**config.mk**
```make
export PLATFORM = sky130hd
export DESIGN_NAME = rsfs_sequencer
export DESIGN_NICKNAME = d
export VERILOG_FILES = /design/src/rtl/rsfs_pkg.sv /design/src/rtl/rsfs_sequencer.sv
export SDC_FILE = /design/constraint.sdc
export NUM_CORES = 1
export LEC_CHECK = 0
export ABC_AREA = 1
export BUFFER_PORTS_ARGS = -buffer_cell sky130_fd_sc_hd__buf_2
export CAP_MARGIN = 20
export CORE_UTILIZATION = 56
export DETAILED_ROUTE_END_ITERATION = 12
export PLACE_DENSITY = 0.87
export REMOVE_ABC_BUFFERS = 1
export SLEW_MARGIN = 20
export SYNTH_ARGS = -nofsm -noshare
export SYNTH_HDL_FRONTEND = slang
export SYNTH_SLANG_ARGS = --single-unit
```
**constraint.sdc**
```tcl
create_clock -name aclk -period 2.56 [get_ports aclk]
set_input_delay 0.256 -clock aclk [delete_from_list [all_inputs] [get_ports aclk]]
set_output_delay 0.256 -clock aclk [all_outputs]
set_load 0.1 [all_outputs]
```
**src/rtl/rsfs_pkg.sv**
```systemverilog
// constants and types for the regulator start-up and fault sequencer
`default_nettype none
package rsfs_pkg;
    // start delay after all start conditions hold
    localparam int START_DELAY = 384;
    localparam int DLY_W = 9;
    // consecutive faulty samples before power-good drops
    localparam int PG_FILT = 3;
    localparam int FLT_W = 2;
    // gate response to supply loss
    localparam int CLK_NS = 10;
    localparam int GATE_OFF_NS = 100;
    localparam int GATE_OFF_CYC = (GATE_OFF_NS / CLK_NS < 1) ? 1 : GATE_OFF_NS / CLK_NS;
    // share bus limit
    localparam int MAX_PHASES = 6;
    localparam int PH_W = 3;
    // register byte offsets
    localparam logic [3:0] A_CTRL = 4'h0;
    localparam logic [3:0] A_STATUS = 4'h4;
    localparam logic [3:0] A_SSCNT = 4'h8;
    localparam logic [3:0] A_PHASES = 4'hc;
    // register fields and reset values
    localparam int CTRL_EN_BIT = 0;
    localparam logic CTRL_EN_RST = 1'h1;
    localparam logic [PH_W-1:0] PHASES_RST = 3'h1;
    // bus responses
    localparam logic [1:0] RESP_OK = 2'h0;
    localparam logic [1:0] RESP_SLVERR = 2'h2;
    // synchronised flag positions
    localparam int F_VCC = 0;
    localparam int F_GDS = 1;
    localparam int F_EN = 2;
    localparam int F_LOCK = 3;
    localparam int F_OV120 = 4;
    localparam int F_OV113 = 5;
    localparam int F_B87 = 6;
    localparam int F_ABOVE = 7;
    localparam int F_PGWIN = 8;
    localparam int F_UV = 9;
    localparam int F_OC = 10;
    localparam int F_HOT = 11;
    localparam int F_COOL = 12;
    localparam int F_MOD = 13;
    localparam int F_PWM = 14;
    localparam int F_PH = 15;
    localparam int NF = 16;
    // sequencer states
    typedef enum logic [2:0] {
        ST_OFF = 3'h0,
        ST_WAIT = 3'h1,
        ST_SOFT = 3'h2,
        ST_RUN = 3'h3,
        ST_LATCH = 3'h4
    } rsfs_state_t;
endpackage
`default_nettype wire

```
**src/rtl/rsfs_sequencer.sv**
```systemverilog
// start-up, power-good and fault sequencer with axi4-lite registers
//
// Added by the designer: the register addresses and the AXI4-Lite interface to the registers.
`default_nettype none
module rsfs_sequencer #(
    parameter int SS_W = 10,
    parameter int SS_TOP = 1023
) (
    // clock and reset
    input wire logic aclk,
    input wire logic aresetn,
    // axi4-lite write address
    input wire logic [3:0] s_axi_awaddr,
    input wire logic s_axi_awvalid,
    output logic s_axi_awready,
    // axi4-lite write data
    input wire logic [31:0] s_axi_wdata,
    input wire logic [3:0] s_axi_wstrb,
    input wire logic s_axi_wvalid,
    output logic s_axi_wready,
    // axi4-lite write response
    output logic [1:0] s_axi_bresp,
    output logic s_axi_bvalid,
    input wire logic s_axi_bready,
    // axi4-lite read address
    input wire logic [3:0] s_axi_araddr,
    input wire logic s_axi_arvalid,
    output logic s_axi_arready,
    // axi4-lite read data
    output logic [31:0] s_axi_rdata,
    output logic [1:0] s_axi_rresp,
    output logic s_axi_rvalid,
    input wire logic s_axi_rready,
    // comparator flags
    input wire logic vcc_por_ok,
    input wire logic gate_drive_supply_por_ok,
    input wire logic en_pin_level,
    input wire logic pll_locked,
    input wire logic ov_latch_trip,
    input wire logic ov_trip,
    input wire logic below_release,
    input wire logic above_target,
    input wire logic pg_window_ok,
    input wire logic uv_trip,
    input wire logic oc_fault,
    input wire logic ot_hot,
    input wire logic ot_cool,
    input wire logic modulator_pulse,
    input wire logic pwm_in,
    input wire logic phase_pulse,
    // shared open-drain enable line
    output logic en_o,
    output logic en_oe_n,
    output logic en_sink_on,
    // power stage and status
    output logic high_side_gate_drive,
    output logic low_side_gate_drive,
    output logic power_good_output,
    output logic [SS_W-1:0] soft_start_ref
);
    localparam int GOFF = rsfs_pkg::GATE_OFF_CYC;

    logic [rsfs_pkg::NF-1:0] raw;
    logic [rsfs_pkg::NF-1:0] s1_reg;
    logic [rsfs_pkg::NF-1:0] s2_reg;
    rsfs_pkg::rsfs_state_t st_reg;
    logic [rsfs_pkg::DLY_W-1:0] dly_reg;
    logic [SS_W-1:0] ss_reg;
    logic [rsfs_pkg::FLT_W-1:0] flt_reg;
    logic [rsfs_pkg::PH_W-1:0] phases_reg;
    logic sw_en_reg;
    logic armed_reg;
    logic boot_reg;
    logic ovl_ls_reg;
    logic nl_ls_reg;
    logic pre_hold_reg;
    logic ot_reg;
    logic aw_got_reg;
    logic w_got_reg;
    logic [3:0] awaddr_reg;
    logic [31:0] wdata_reg;
    logic [3:0] wstrb_reg;
    logic por_ok;
    logic ready;
    logic run_st;
    logic ss_done;
    logic en_pull;
    logic pg_fault;
    logic drive_ok;

    function automatic logic known(input logic [3:0] a);
        return a == rsfs_pkg::A_CTRL || a == rsfs_pkg::A_STATUS
            || a == rsfs_pkg::A_SSCNT || a == rsfs_pkg::A_PHASES;
    endfunction

    // flag synchroniser
    assign raw = {phase_pulse, pwm_in, modulator_pulse, ot_cool, ot_hot,
                  oc_fault, uv_trip, pg_window_ok, above_target,
                  below_release, ov_trip, ov_latch_trip, pll_locked,
                  en_pin_level, gate_drive_supply_por_ok, vcc_por_ok};

    always_ff @(posedge aclk) begin
        if (!aresetn) begin
            s1_reg <= '0;
            s2_reg <= '0;
        end else begin
            s1_reg <= raw;
            s2_reg <= s1_reg;
        end
    end

    assign por_ok = s2_reg[rsfs_pkg::F_VCC] & s2_reg[rsfs_pkg::F_GDS];
    assign ready = por_ok & s2_reg[rsfs_pkg::F_EN]
                 & s2_reg[rsfs_pkg::F_LOCK] & sw_en_reg;
    assign run_st = st_reg == rsfs_pkg::ST_SOFT || st_reg == rsfs_pkg::ST_RUN;
    assign ss_done = ss_reg == SS_W'(SS_TOP);
    assign en_pull = st_reg == rsfs_pkg::ST_LATCH | ot_reg | pre_hold_reg
                   | s2_reg[rsfs_pkg::F_OC];
    assign drive_ok = run_st & armed_reg & ~boot_reg & ~en_pull;
    assign pg_fault = ~s2_reg[rsfs_pkg::F_PGWIN]
                    | (ss_done & s2_reg[rsfs_pkg::F_UV]
                       & ~s2_reg[rsfs_pkg::F_OV113] & ~s2_reg[rsfs_pkg::F_OC]
                       & ~ot_reg & s2_reg[rsfs_pkg::F_LOCK]);

    // sequencer state
    always_ff @(posedge aclk) begin
        if (!aresetn) begin
            st_reg <= rsfs_pkg::ST_OFF;
            dly_reg <= '0;
        end else if (!por_ok) begin
            st_reg <= rsfs_pkg::ST_OFF;
            dly_reg <= '0;
        end else begin
            case (st_reg)
                rsfs_pkg::ST_OFF: begin
                    dly_reg <= '0;
                    if (ready) begin
                        st_reg <= rsfs_pkg::ST_WAIT;
                    end
                end
                rsfs_pkg::ST_WAIT: begin
                    if (!ready) begin
                        st_reg <= rsfs_pkg::ST_OFF;
                    end else if (dly_reg == rsfs_pkg::DLY_W'(rsfs_pkg::START_DELAY - 1)) begin
                        if (s2_reg[rsfs_pkg::F_OV120]) begin
                            st_reg <= rsfs_pkg::ST_LATCH;
                        end else begin
                            st_reg <= rsfs_pkg::ST_SOFT;
                        end
                    end else begin
                        dly_reg <= dly_reg + 1'b1;
                    end
                end
                rsfs_pkg::ST_SOFT, rsfs_pkg::ST_RUN: begin
                    if (s2_reg[rsfs_pkg::F_OV120]) begin
                        st_reg <= rsfs_pkg::ST_LATCH;
                    end else if (!ready) begin
                        st_reg <= rsfs_pkg::ST_OFF;
                    end else if (ss_done) begin
                        st_reg <= rsfs_pkg::ST_RUN;
                    end
                end
                rsfs_pkg::ST_LATCH: begin
                    st_reg <= rsfs_pkg::ST_LATCH;
                end
                default: begin
                    st_reg <= rsfs_pkg::ST_OFF;
                end
            endcase
        end
    end

    // soft-start ramp counter
    always_ff @(posedge aclk) begin
        if (!aresetn || !run_st) begin
            ss_reg <= '0;
        end else if (s2_reg[rsfs_pkg::F_PH] && !ss_done) begin
            ss_reg <= ss_reg + 1'b1;
        end
    end

    // pre-charge arming and bootstrap hold
    always_ff @(posedge aclk) begin
        if (!aresetn || !run_st) begin
            armed_reg <= 1'b0;
            boot_reg <= 1'b0;
        end else if (!armed_reg) begin
            if (s2_reg[rsfs_pkg::F_MOD] && !s2_reg[rsfs_pkg::F_ABOVE]) begin
                armed_reg <= 1'b1;
                boot_reg <= 1'b1;
            end
        end else if (s2_reg[rsfs_pkg::F_PH]) begin
            boot_reg <= 1'b0;
        end
    end

    // overvoltage and temperature protection
    always_ff @(posedge aclk) begin
        if (!aresetn || !por_ok) begin
            ovl_ls_reg <= 1'b0;
            nl_ls_reg <= 1'b0;
            pre_hold_reg <= 1'b0;
            ot_reg <= 1'b0;
        end else begin
            if (run_st && s2_reg[rsfs_pkg::F_OV120]) begin
                ovl_ls_reg <= 1'b1;
            end else if (s2_reg[rsfs_pkg::F_B87]) begin
                ovl_ls_reg <= 1'b0;
            end
            if (!s2_reg[rsfs_pkg::F_EN] && s2_reg[rsfs_pkg::F_OV113]) begin
                nl_ls_reg <= 1'b1;
            end else if (s2_reg[rsfs_pkg::F_B87]) begin
                nl_ls_reg <= 1'b0;
            end
            if ((st_reg == rsfs_pkg::ST_OFF || st_reg == rsfs_pkg::ST_WAIT)
                && s2_reg[rsfs_pkg::F_OV113] && !s2_reg[rsfs_pkg::F_OV120]) begin
                pre_hold_reg <= 1'b1;
            end else if (s2_reg[rsfs_pkg::F_B87]) begin
                pre_hold_reg <= 1'b0;
            end
            if (s2_reg[rsfs_pkg::F_HOT]) begin
                ot_reg <= 1'b1;
            end else if (s2_reg[rsfs_pkg::F_COOL]) begin
                ot_reg <= 1'b0;
            end
        end
    end

    // gate drives and enable line
    always_ff @(posedge aclk) begin
        if (!aresetn || !por_ok) begin
            high_side_gate_drive <= 1'b0;
            low_side_gate_drive <= 1'b0;
            en_oe_n <= 1'b1;
            en_sink_on <= 1'b1;
        end else begin
            high_side_gate_drive <= drive_ok & s2_reg[rsfs_pkg::F_PWM];
            low_side_gate_drive <= ovl_ls_reg | nl_ls_reg
                                 | (drive_ok & ~s2_reg[rsfs_pkg::F_PWM]);
            en_oe_n <= ~en_pull;
            en_sink_on <= ~run_st;
        end
    end

    assign en_o = 1'b0;
    assign soft_start_ref = ss_reg;

    // power-good filter
    always_ff @(posedge aclk) begin
        if (!aresetn) begin
            flt_reg <= '0;
            power_good_output <= 1'b0;
        end else begin
            if (!pg_fault) begin
                flt_reg <= '0;
            end else if (flt_reg != rsfs_pkg::FLT_W'(rsfs_pkg::PG_FILT - 1)) begin
                flt_reg <= flt_reg + 1'b1;
            end
            power_good_output <= st_reg == rsfs_pkg::ST_RUN && ready
                && !(pg_fault && flt_reg == rsfs_pkg::FLT_W'(rsfs_pkg::PG_FILT - 1));
        end
    end

    // axi4-lite write channel
    assign s_axi_awready = ~aw_got_reg & ~s_axi_bvalid;
    assign s_axi_wready = ~w_got_reg & ~s_axi_bvalid;

    always_ff @(posedge aclk) begin
        if (!aresetn) begin
            aw_got_reg <= 1'b0;
            w_got_reg <= 1'b0;
            awaddr_reg <= '0;
            wdata_reg <= '0;
            wstrb_reg <= '0;
            s_axi_bvalid <= 1'b0;
            s_axi_bresp <= rsfs_pkg::RESP_OK;
            sw_en_reg <= rsfs_pkg::CTRL_EN_RST;
            phases_reg <= rsfs_pkg::PHASES_RST;
        end else begin
            if (s_axi_awvalid && s_axi_awready) begin
                aw_got_reg <= 1'b1;
                awaddr_reg <= s_axi_awaddr;
            end
            if (s_axi_wvalid && s_axi_wready) begin
                w_got_reg <= 1'b1;
                wdata_reg <= s_axi_wdata;
                wstrb_reg <= s_axi_wstrb;
            end
            if (aw_got_reg && w_got_reg) begin
                aw_got_reg <= 1'b0;
                w_got_reg <= 1'b0;
                s_axi_bvalid <= 1'b1;
                s_axi_bresp <= known(awaddr_reg) ? rsfs_pkg::RESP_OK : rsfs_pkg::RESP_SLVERR;
                if (awaddr_reg == rsfs_pkg::A_CTRL && wstrb_reg[0]) begin
                    sw_en_reg <= wdata_reg[rsfs_pkg::CTRL_EN_BIT];
                end
                if (awaddr_reg == rsfs_pkg::A_PHASES && wstrb_reg[0]) begin
                    if (wdata_reg[7:0] > 8'(rsfs_pkg::MAX_PHASES)) begin
                        phases_reg <= rsfs_pkg::PH_W'(rsfs_pkg::MAX_PHASES);
                    end else if (wdata_reg[7:0] != 8'h0) begin
                        phases_reg <= wdata_reg[rsfs_pkg::PH_W-1:0];
                    end
                end
            end else if (s_axi_bvalid && s_axi_bready) begin
                s_axi_bvalid <= 1'b0;
            end
        end
    end

    // axi4-lite read channel
    assign s_axi_arready = ~s_axi_rvalid;

    always_ff @(posedge aclk) begin
        if (!aresetn) begin
            s_axi_rvalid <= 1'b0;
            s_axi_rdata <= '0;
            s_axi_rresp <= rsfs_pkg::RESP_OK;
        end else if (s_axi_arvalid && s_axi_arready) begin
            s_axi_rvalid <= 1'b1;
            s_axi_rresp <= known(s_axi_araddr) ? rsfs_pkg::RESP_OK : rsfs_pkg::RESP_SLVERR;
            case (s_axi_araddr)
                rsfs_pkg::A_CTRL: s_axi_rdata <= {31'h0, sw_en_reg};
                rsfs_pkg::A_STATUS: s_axi_rdata <= {23'h0, pre_hold_reg, ot_reg,
                    en_oe_n, power_good_output, ss_done, armed_reg, st_reg};
                rsfs_pkg::A_SSCNT: s_axi_rdata <= 32'(ss_reg);
                rsfs_pkg::A_PHASES: s_axi_rdata <= {29'h0, phases_reg};
                default: s_axi_rdata <= 32'h0;
            endcase
        end else if (s_axi_rvalid && s_axi_rready) begin
            s_axi_rvalid <= 1'b0;
        end
    end
endmodule
`default_nettype wire

```
==> results by group, run 1 <==
Critical path
  • Max FO, Critical Path: 10
  • CP Launch Type: flip-flop
  • CP required: between 2 and 3 ns
  • Worst path arrival time: roughly 2.1 ns
  • Reg-to-reg slack, setup: roughly 0.74 ns
  • CP Capture Type: flip-flop
  • CP Class: reg -> reg

Run status
  • Status: finished clean

Routing
  • Avg WL per Cell: ~11 µm
  • Vias: about 3,800
  • Drc violations: 0
  • Detailed Routing Iterations Pass 1: 6
  • Iter 0 DRT Violations: 182
  • Antenna viol nets, final: 0
  • Vias/cell: 4.98
  • Final WL: about 8.7 mm

Power and ir drop
  • Peak supply drop: 0.446 mV
  • PwrDens: 655 nW/µm²
  • Leakage power: 2.23 nW

Yosys
  • Yosys warnings: 0
  • Yosys top cell by area: dfxtp_1
  • Top post-synthesis cells by area: dfxtp_1 (47%), nand2_1 (12%), inv_1 (7.7%)
  • Post-synth top area share: 0.466
  • Syn Inst Count: roughly 600
  • Yosys reg bits: 100
  • Mean Syn Cell Area: roughly 7.3 µm²
  • Synth cell types: 33
  • Seq/Total Area, Yosys: 0.466
  • Post-Synthesis Cell Area: 4290 µm²

Layout
  • Nets@finish: roughly 730
  • Layout cells sized above 1: 0.164
  • Fill count: between 600 and 700
  • Area of the multi-input gates: 1780 µm²
  • Diodes inserted: 0
  • Post-layout util: 0.661
  • Most frequent cells in the layout: nand2_1 (136), dfxtp_1 (100), inv_1 (88)
  • Most common cell after layout, fill and taps aside: nand2_1
  • Sequential cell area: between 2000 and 2500 µm²
  • Syn-to-layout area delta: 12.8%

Global route
  • Largest net degree at the start of global routing: between 50 and 60
  • Vias in the first global route: 3,445
  • Total gr overflow: 0
  • First-pass GRT wire length: ~15 mm
  • Initial antenna violation count: 0
  • Total global-route track usage: 0.237

Floorplan
  • Initial Utilization: 0.586
  • I/O pin total: 124
  • Cell Rows: 31
  • Core area: about 7300 µm²
  • Die X-Extent: around 90 µm
  • Die height: 89.6 µm
  • Die area: 8020 µm²

Timing
  • Fmax: ~0.55 GHz
  • Finish-stage setup viols: 0
  • Unrepaired setup endpoints after global routing: no
  • Clock skew: 0.0147 ns
  • Fin crit share: 0.711
  • Fin crit period: 1.82 ns
  • Fin worst setup slack: 0.739 ns
  • Fin. max-slew vios: 0
  • Endpoints failing hold: 0

Clocking
  • Worst-case clock buffer depth: 2
  • Postcts setup bufs: 0
  • CTS tree: yes
  • Count of cells resized by post-cts repair: 0
  • Worst-path clk slew: about 0.10 ns
  • Clk sinks: 100
  • Num CTS Buffers: 9
  • H-tree lvl count: 3
  • Post-CTS Hold Buffers: 0
  • Skew-Pair Late Insertion Delay: approximately 0.37 ns
  • Root buffer cell: clkbuf_8

Placed design
  • DP HPWL: between 6 and 7 mm
  • Final Wtd Congestion: 0.855
  • PortBufs: between 70 and 80
  • Pre-CTS setup slack: between 0.8 and 0.9 ns

Worst hold path
  • Hold crit path type: in -> reg

Run
  • Max-cap violations: 0
## through the flow
stage          area, µm²  total power [W]  std cells  hold slack, ns  TNS [ns]
3_3_place_gp        4630          0.00212        749           0.397         0
4_1_cts             4840          0.00318        765          0.0559         0
3_5_place_dp        4630          0.00213        749           0.395         0
2_1_floorplan       4140          0.00204        578           0.341     -7.39
5_1_grt             4840          0.00330        765          0.0606         0
6_report            4840          0.00317        765          0.0652         0
## synth_stat cells
master,n
nand2_1,136
dfxtp_1,100
inv_1,88
nor2_1,61
a21oi_1,46
o21ai_0,34
nand3_1,29
buf_4,25
nand4_1,12
clkbuf_1,9
nor3_1,9
inv_2,6
nor2_4,4
o22ai_1,4
ha_1,3
xor2_1,3
nand2_2,2
nand2_4,2
nand3_2,2
nor2_2,2
xnor2_1,2
a211oi_1,1
a21oi_2,1
a31oi_1,1
buf_1,1
buf_2,1
buf_8,1
conb_1,1
nand3_4,1
nand3b_1,1
o21a_1,1
o21ai_1,1
or2_2,1
## critical path, stage by stage (launching register included)
cell and delay, ns:
dfxtp_1 0.53, ha_1 0.26, inv_1 0.08, nor2_2 0.19, nand3_2 0.17, nand2_4 0.17
inv_2 0.12, nand2_1 0.07, nand2_1 0.05, a21oi_1 0.12
## power by group
part / internal (W) / switching [W]
Combinational: 0.0000837 / 0.000371
Sequential: 0.00162 / 0.0000277
Clock: 0.000499 / 0.000573
Total: 0.00220 / 0.000972
## worst paths after layout
path	startpoint	to	cells after the start
hold / removal	below_release	s1_reg[6]	3
hold reg to reg	s1_reg[12]	s2_reg[12]	2
setup reg to reg	soft_start_ref[0]	soft_start_ref[5]	9
setup / recovery	soft_start_ref[0]	soft_start_ref[5]	9
## routing by layer
| layer | vias up | track usage | part of all wire |
|---|---|---|---|
| li1 | 1945 | - | - |
| met1 | 1701 | 0.281 | 0.45 |
| met2 | 143 | 0.411 | 0.48 |
| met3 | 20 | 0.0434 | 0.052 |
| met4 | 0 | 0.120 | 0.024 |
| met5 | - | 0 | 0 |
## final cells by class
class | count | share of cell area
multi-input cells | 384 | 0.368
clock buffers | 10 | 0.0284
repair buffers | 72 | 0.0749
clock inverters | 6 | 0.0163
well taps | 99 | 0.0256
inverters | 94 | 0.0729
flip-flops and latches | 100 | 0.413
## cells by family (layout without fill, tap and decap cells)
family / after synthesis / count (layout) / synth area share
AND/OR/NAND/NOR: 262 / 262 / 0.267
buffers and inverters: 131 / 182 / 0.139
flip-flops: 100 / 100 / 0.466
AO/OA/AOI/OAI: 89 / 89 / 0.107
XOR/XNOR: 5 / 5 / 0.0102
adder cells (fa/ha/maj): 3 / 3 / 0.00874
other: 1 / 25 / 0.000873
(Power assumes the default switching activity.)
==> run 2, diff against run 1 <==
--- a/config.mk
+++ b/config.mk
@@ -8,9 +8,9 @@
 export ABC_AREA = 1
 export BUFFER_PORTS_ARGS = -buffer_cell sky130_fd_sc_hd__buf_2
 export CAP_MARGIN = 20
-export CORE_UTILIZATION = 56
+export CORE_UTILIZATION = 47
 export DETAILED_ROUTE_END_ITERATION = 12
-export PLACE_DENSITY = 0.87
+export PLACE_DENSITY = 0.78
 export REMOVE_ABC_BUFFERS = 1
 export SLEW_MARGIN = 20
 export SYNTH_ARGS = -nofsm -noshare
==> constraint.sdc (replaced) <==
create_clock -name aclk -period 1.6 [get_ports aclk]
set_input_delay 0.16 -clock aclk [delete_from_list [all_inputs] [get_ports aclk]]
set_output_delay 0.16 -clock aclk [all_outputs]
set_load 0.1 [all_outputs]
==> results by group, run 2 (synthesized netlist as in run 1, its figures left out) <==
Run status
  • Status: finished clean

Timing
  • Fin crit share: 0.921
  • Fin crit period: ~1.5 ns
  • WHS: 0.0414 ns (-0.0239 ns)
  • Clock skew: 0.00865 ns (-0.00603 ns)
  • Endpoints failing hold: 0 (unchanged)
  • Fmax: between 0.6 and 0.7 GHz
  • Finish-stage setup viols: 0 (unchanged)
  • Fin. max-slew vios: 0 (unchanged)
  • Unrepaired setup endpoints after global routing: no

Critical path
  • R2R Path End: flt_reg[1]
  • CP Launch Type: flip-flop
  • Reg-to-reg slack, setup: 0.13 ns (-0.61 ns)
  • CP Class: reg -> out
  • CP required: 1.44 ns (-1.42 ns)
  • Worst reg2reg path depth: 9 (unchanged)
  • CP Capture Type: output pin
  • Crit Reg-Reg Startpoint: soft_start_ref[0]
  • Max FO, Critical Path: 8 (-2)
  • Worst path arrival time: 1.31 ns (-0.81 ns)

Global route
  • Vias in the first global route: 3,637 (+5.6%)
  • Total global-route track usage: 0.190 (-0.0478)
  • Total gr overflow: 0 (unchanged)
  • Largest net degree at the start of global routing: 54 (unchanged)
  • Initial antenna violation count: 0 (unchanged)
  • First-pass GRT wire length: 15.1 mm (+3.4%)

Placed design
  • Placed insts: 766 (+2.3%)
  • PortBufs: 71 (unchanged)
  • Final Wtd Congestion: 0.864 (+1.0%)
  • DP HPWL: 6.61 mm (+4.5%)

Power and ir drop
  • Psw: 0.00148 W (+52%)
  • Combinational Power Share: 0.154 (+0.011)
  • Switching share of total power: 0.299 (-0.00753)
  • Clock Power Share: 0.315 (-0.023)
  • Peak supply drop: 0.596 mV (+34%)
  • Share of power burned in registers: 0.531 (+0.013)
  • PwrDens: 976 nW/µm² (+49%)
  • Cell-internal power: 0.00348 W (+58%)
  • Leakage power: 2.34 nW (+4.7%)

Layout
  • Most common cell after layout, fill and taps aside: nand2_1
  • Most frequent cells in the layout: nand2_1 (136), dfxtp_1 (100), inv_1 (87)
  • Fill count: 825 (+29%)
  • Syn-to-layout area delta: 18.4%
  • Final Non-Filler Cells: 799 (+4.4%)
  • Area of the multi-input gates: 1790 µm² (+0.56%)
  • Nets@finish: 757 (+3.6%)
  • Sequential cell area: 2000 µm² (unchanged)
  • Diodes inserted: 0 (unchanged)
  • Layout cells sized above 1: 0.171 (+0.00710)

Clocking
  • Root buffer cell: clkbuf_8
  • Clk sinks: 100 (unchanged)
  • CTS tree: yes
  • Worst-path clk slew: 0.10 ns (about the same)
  • H-tree lvl count: 3 (unchanged)
  • Worst-case clock buffer depth: 2 (unchanged)
  • Skew-Pair Late Insertion Delay: 0.35 ns (-0.02 ns)
  • Num CTS Buffers: 9 (unchanged)

Routing
  • Avg WL per Cell: 11.2 µm (-1.5%)
  • Vias/cell: 4.88 (-2.1%)
  • Drc violations: 0 (unchanged)
  • Final WL: 8.96 mm (+2.8%)
  • Vias: 3,896 (+2.3%)
  • Detailed Routing Iterations Pass 1: 4 (-2)
  • Iter 0 DRT Violations: 188 (+3.3%)
  • Antenna viol nets, final: 0 (unchanged)

Worst hold path
  • Hold crit path type: in -> reg
  • Hold path depth: 4 (+1)
  • WHS Endpoint: s_axi_bvalid
  • Min-delay src: s_axi_bready

Floorplan
  • Cell Rows: 34 (+9.7%)
  • I/O pin total: 124 (unchanged)
  • Die height: 97.6 µm (+9.0%)
  • Core area: 8760 µm² (+20%)
  • Initial Utilization: 0.490 (-0.0958)
  • Die X-Extent: 97.6 µm (+9.0%)
  • Die area: 9520 µm² (+19%)

Run
  • Max-cap violations: 0 (unchanged)
run 2: cell count changes in the layout (fill, tap and decap cells not counted), moves of 2 or more:
| cell | change |
|---|---|
| clkinv_4 | -2 |
| buf_4 | +9 |
| inv_8 | -2 |
| dlygate4sd3_1 | +16 |
run 2: stage by stage:
step / total power, W / instance area [µm²] / utilization / setup TNS (ns) / setup slack [ns]
3_5_place_dp: 0.00342 / 4700 / 0.536 / 0 / 0.0981
5_1_grt: 0.00517 / 5080 / 0.580 / 0 / 0.00253
3_3_place_gp: 0.00339 / 4700 / 0.536 / 0 / 0.151
4_1_cts: 0.00499 / 5040 / 0.576 / 0 / 0.0665
6_report: 0.00496 / 5080 / 0.580 / 0 / 0.126
2_1_floorplan: 0.00327 / 4140 / - / -43.09 / -1.56
run 2: final cells by class:
cell class | count | share of cell area
Multi-Input combinational cell | 384 | 0.353
Tap cell | 108 | 0.0266
Clock inverter | 5 | 0.0118
Inverter | 94 | 0.0694
Clock buffer | 10 | 0.0251
Timing Repair Buffer | 98 | 0.120
Sequential cell | 100 | 0.394
run 2: repair_timing:
action,in CTS,in global routing
hold buffers,16,0
setup buffers,0,2
endpoints found under the setup margin,0,6
hold endpoints to repair,16,0
resized for setup,0,3
run 2: worst max path at each step:
stage	from	to
global route	soft_start_ref[1]	soft_start_ref[5]
floorplan	s_axi_bvalid	wdata_reg[0]
finish	soft_start_ref[0]	soft_start_ref[0]
detailed placement	soft_start_ref[0]	soft_start_ref[5]
CTS	soft_start_ref[0]	soft_start_ref[5]
global placement	dly_reg[1]	dly_reg[6]
run 2: metal layers:
layer  global-route usage  up-vias  wire length (µm)  share of wire
met4               0.0803        0               185          0.021
met1                0.230     1767              3980           0.44
li1                     -     1998                 -              -
met5                    0        -                 0              0
met3               0.0396       18               429          0.048
met2                0.324      113              4370           0.49
run 2: critical path, cell delays in order (launching register included):
cell and delay [ns]:
dfxtp_1 0.35, buf_4 0.17, buf_2 0.44
run 2: power by group through the flow:
stage / Combinational [W] / Clock, W / Sequential [W]
floorplan: 0.000524 / 0 / 0.00275
global route: 0.000820 / 0.00171 / 0.00264
finish: 0.000763 / 0.00156 / 0.00263
CTS: 0.000756 / 0.00160 / 0.00263
global placement: 0.000709 / 0 / 0.00268
detailed placement: 0.000725 / 0 / 0.00269
==> run 3, diff against run 2 <==
--- a/config.mk
+++ b/config.mk
@@ -11,7 +11,6 @@
 export CORE_UTILIZATION = 47
 export DETAILED_ROUTE_END_ITERATION = 12
 export PLACE_DENSITY = 0.78
-export REMOVE_ABC_BUFFERS = 1
 export SLEW_MARGIN = 20
 export SYNTH_ARGS = -nofsm -noshare
 export SYNTH_HDL_FRONTEND = slang
==> results by group, run 3 (synthesized netlist as in run 1, its figures left out) <==
Routing
  • Avg WL per Cell: 11.1 µm (-1.1%)
  • Antenna viol nets, final: 0 (unchanged)
  • Final WL: 8.81 mm (-1.8%)
  • Iter 0 DRT Violations: 156 (-17%)
  • Vias/cell: 4.78 (-1.9%)
  • Drc violations: 0 (unchanged)
  • Detailed Routing Iterations Pass 1: 4 (unchanged)
  • Vias: 3,799 (-2.5%)

Clocking
  • Num CTS Buffers: 9 (unchanged)
  • Root buffer cell: clkbuf_8
  • CTS tree: yes
  • H-tree lvl count: 3 (unchanged)
  • Clk sinks: 100 (unchanged)
  • Skew-Pair Late Insertion Delay: 0.36 ns (about the same)
  • Worst-path clk slew: 0.09 ns (about the same)
  • Worst-case clock buffer depth: 2 (unchanged)

Worst hold path
  • Hold crit path type: in -> reg
  • WHS Endpoint: s1_reg[13]
  • Hold path depth: 3 (-1)
  • Min-delay src: modulator_pulse

Layout
  • Syn-to-layout area delta: 18.6%
  • Diodes inserted: 0 (unchanged)
  • Most common cell after layout, fill and taps aside: nand2_1
  • Nets@finish: 751 (-0.79%)
  • Post-layout util: 0.581 (+0.00143)
  • Fin area: 5090 µm² (+0.25%)
  • Most frequent cells in the layout: nand2_1 (134), dfxtp_1 (88), inv_1 (85)
  • Layout cells sized above 1: 0.197 (+0.0260)
  • Final Non-Filler Cells: 794 (-0.63%)
  • Fill count: 846 (+2.5%)

Placed design
  • Post-Place Cell Area: 4720 µm² (+0.45%)
  • PortBufs: 71 (unchanged)
  • Pre-CTS setup slack: 0.117 ns (+0.0188 ns)
  • Final Wtd Congestion: 0.886 (+2.6%)
  • Placed insts: 760 (-0.78%)
  • DP HPWL: 6.43 mm (-2.7%)

Timing
  • Fin worst setup slack: 0.115 ns (-0.0110 ns)
  • Fmax: 0.673 GHz (-0.74%)
  • Fin. max-slew vios: 0 (unchanged)
  • Fin crit period: 1.48 ns (+0.0110 ns)
  • Fin crit share: 0.928 (+0.00688)
  • Clock skew: 0.0123 ns (+0.00368 ns)
  • Unrepaired setup endpoints after global routing: no
  • Endpoints failing hold: 1 (+1)
  • WHS: -0.000208 ns (-0.0416 ns)
  • Finish-stage setup viols: 0 (unchanged)

Floorplan
  • Die area: 9520 µm² (unchanged)
  • I/O pin total: 124 (unchanged)
  • Die X-Extent: 97.6 µm (unchanged)
  • Core area: 8760 µm² (unchanged)
  • Die height: 97.6 µm (unchanged)
  • Initial Utilization: 0.490 (unchanged)
  • Cell Rows: 34 (unchanged)

Critical path
  • R2R Path End: dly_reg[2]
  • CP Capture Type: flip-flop
  • Crit Reg-Reg Startpoint: s2_reg[0]
  • Worst reg2reg path depth: 8 (-1)
  • CP Launch Type: flip-flop
  • Reg-to-reg slack, setup: 0.12 ns (about the same)
  • Worst path arrival time: 1.74 ns (+0.43 ns)
  • CP Class: reg -> reg
  • Max FO, Critical Path: 9 (+1)
  • CP required: 1.85 ns (+0.41 ns)

Global route
  • Total gr overflow: 0 (unchanged)
  • Initial antenna violation count: 0 (unchanged)
  • Total global-route track usage: 0.190 (about the same)
  • Vias in the first global route: 3,438 (-5.5%)
  • Largest net degree at the start of global routing: 54 (unchanged)
  • First-pass GRT wire length: 14.9 mm (-1.4%)

Run status
  • Violated checks: hold timing
  • Status: finished with violations

Run
  • Max-cap violations: 0 (unchanged)

Power and ir drop
  • Leakage power: 2.31 nW (-1.3%)
  • Total power: 0.00497 W (+0.26%)
  • Peak supply drop: 0.508 mV (-15%)
  • PwrDens: 976 nW/µm² (about the same)
## run 3: changes by cell type in the layout (fill, tap and decap cells not counted), sizes merged
cell	change
buf	-5
clkbuf	+1
clkinv	+1
dlygate4sd3	-1
inv	-1
## run 3: through the flow
step	hold slack [ns]	TNS (ns)
floorplan	0.258	-1.58
global placement	0.347	0
detailed placement	0.343	0
CTS	0.00113	0
global route	0.0117	0
finish	-0.000208	0
## run 3: critical path, stage by stage, from the launching register on
cell     delay (ns)
dfxtp_1        0.35
nand2_2        0.10
nor2_4         0.14
nand2_1        0.14
nor2_4         0.15
nand2_4        0.11
buf_4          0.17
o21ai_0        0.16
nor2_1         0.06
## run 3: cell type report
class | count | area, µm² | area share
flip-flops and latches | 100 | 2030 | 0.398
multi-input cells | 384 | 1840 | 0.361
repair buffers | 92 | 551 | 0.108
inverters | 94 | 357 | 0.0700
well taps | 108 | 135 | 0.0265
clock buffers | 11 | 131 | 0.0258
clock inverters | 5 | 57.6 | 0.0113
## run 3: layer usage
layer	vias up	share of wire	track usage
met2	114	0.49	0.320
met1	1695	0.44	0.236
met4	0	0.020	0.0871
met3	15	0.051	0.0309
met5	-	0	0
li1	1975	-	-
## run 3: worst max-delay path by stage
| stage | cells after the start | endpoint | from |
|---|---|---|---|
| 2_1_floorplan | 6 | s_axi_rdata[2] | s_axi_rvalid |
| 3_3_place_gp | 9 | soft_start_ref[5] | soft_start_ref[0] |
| 3_5_place_dp | 9 | soft_start_ref[5] | soft_start_ref[0] |
| 4_1_cts | 9 | soft_start_ref[5] | soft_start_ref[0] |
| 5_1_grt | 8 | dly_reg[2] | sw_en_reg |
| 6_report | 8 | dly_reg[2] | s2_reg[0] |
## run 3: report_power, final
group | switching [W] | internal, W | total (W)
registers | 0.0000479 | 0.00258 | 0.00263
logic | 0.000597 | 0.000164 | 0.000761
clock network | 0.000850 | 0.000731 | 0.00158
## run 3: timing repair
action | in CTS | in global routing
endpoints found under the hold margin | 15 | 0
resized for setup | 0 | 6
buffers inserted | 0 | 3
endpoints found under the setup margin | 0 | 16
hold buffers | 15 | 0
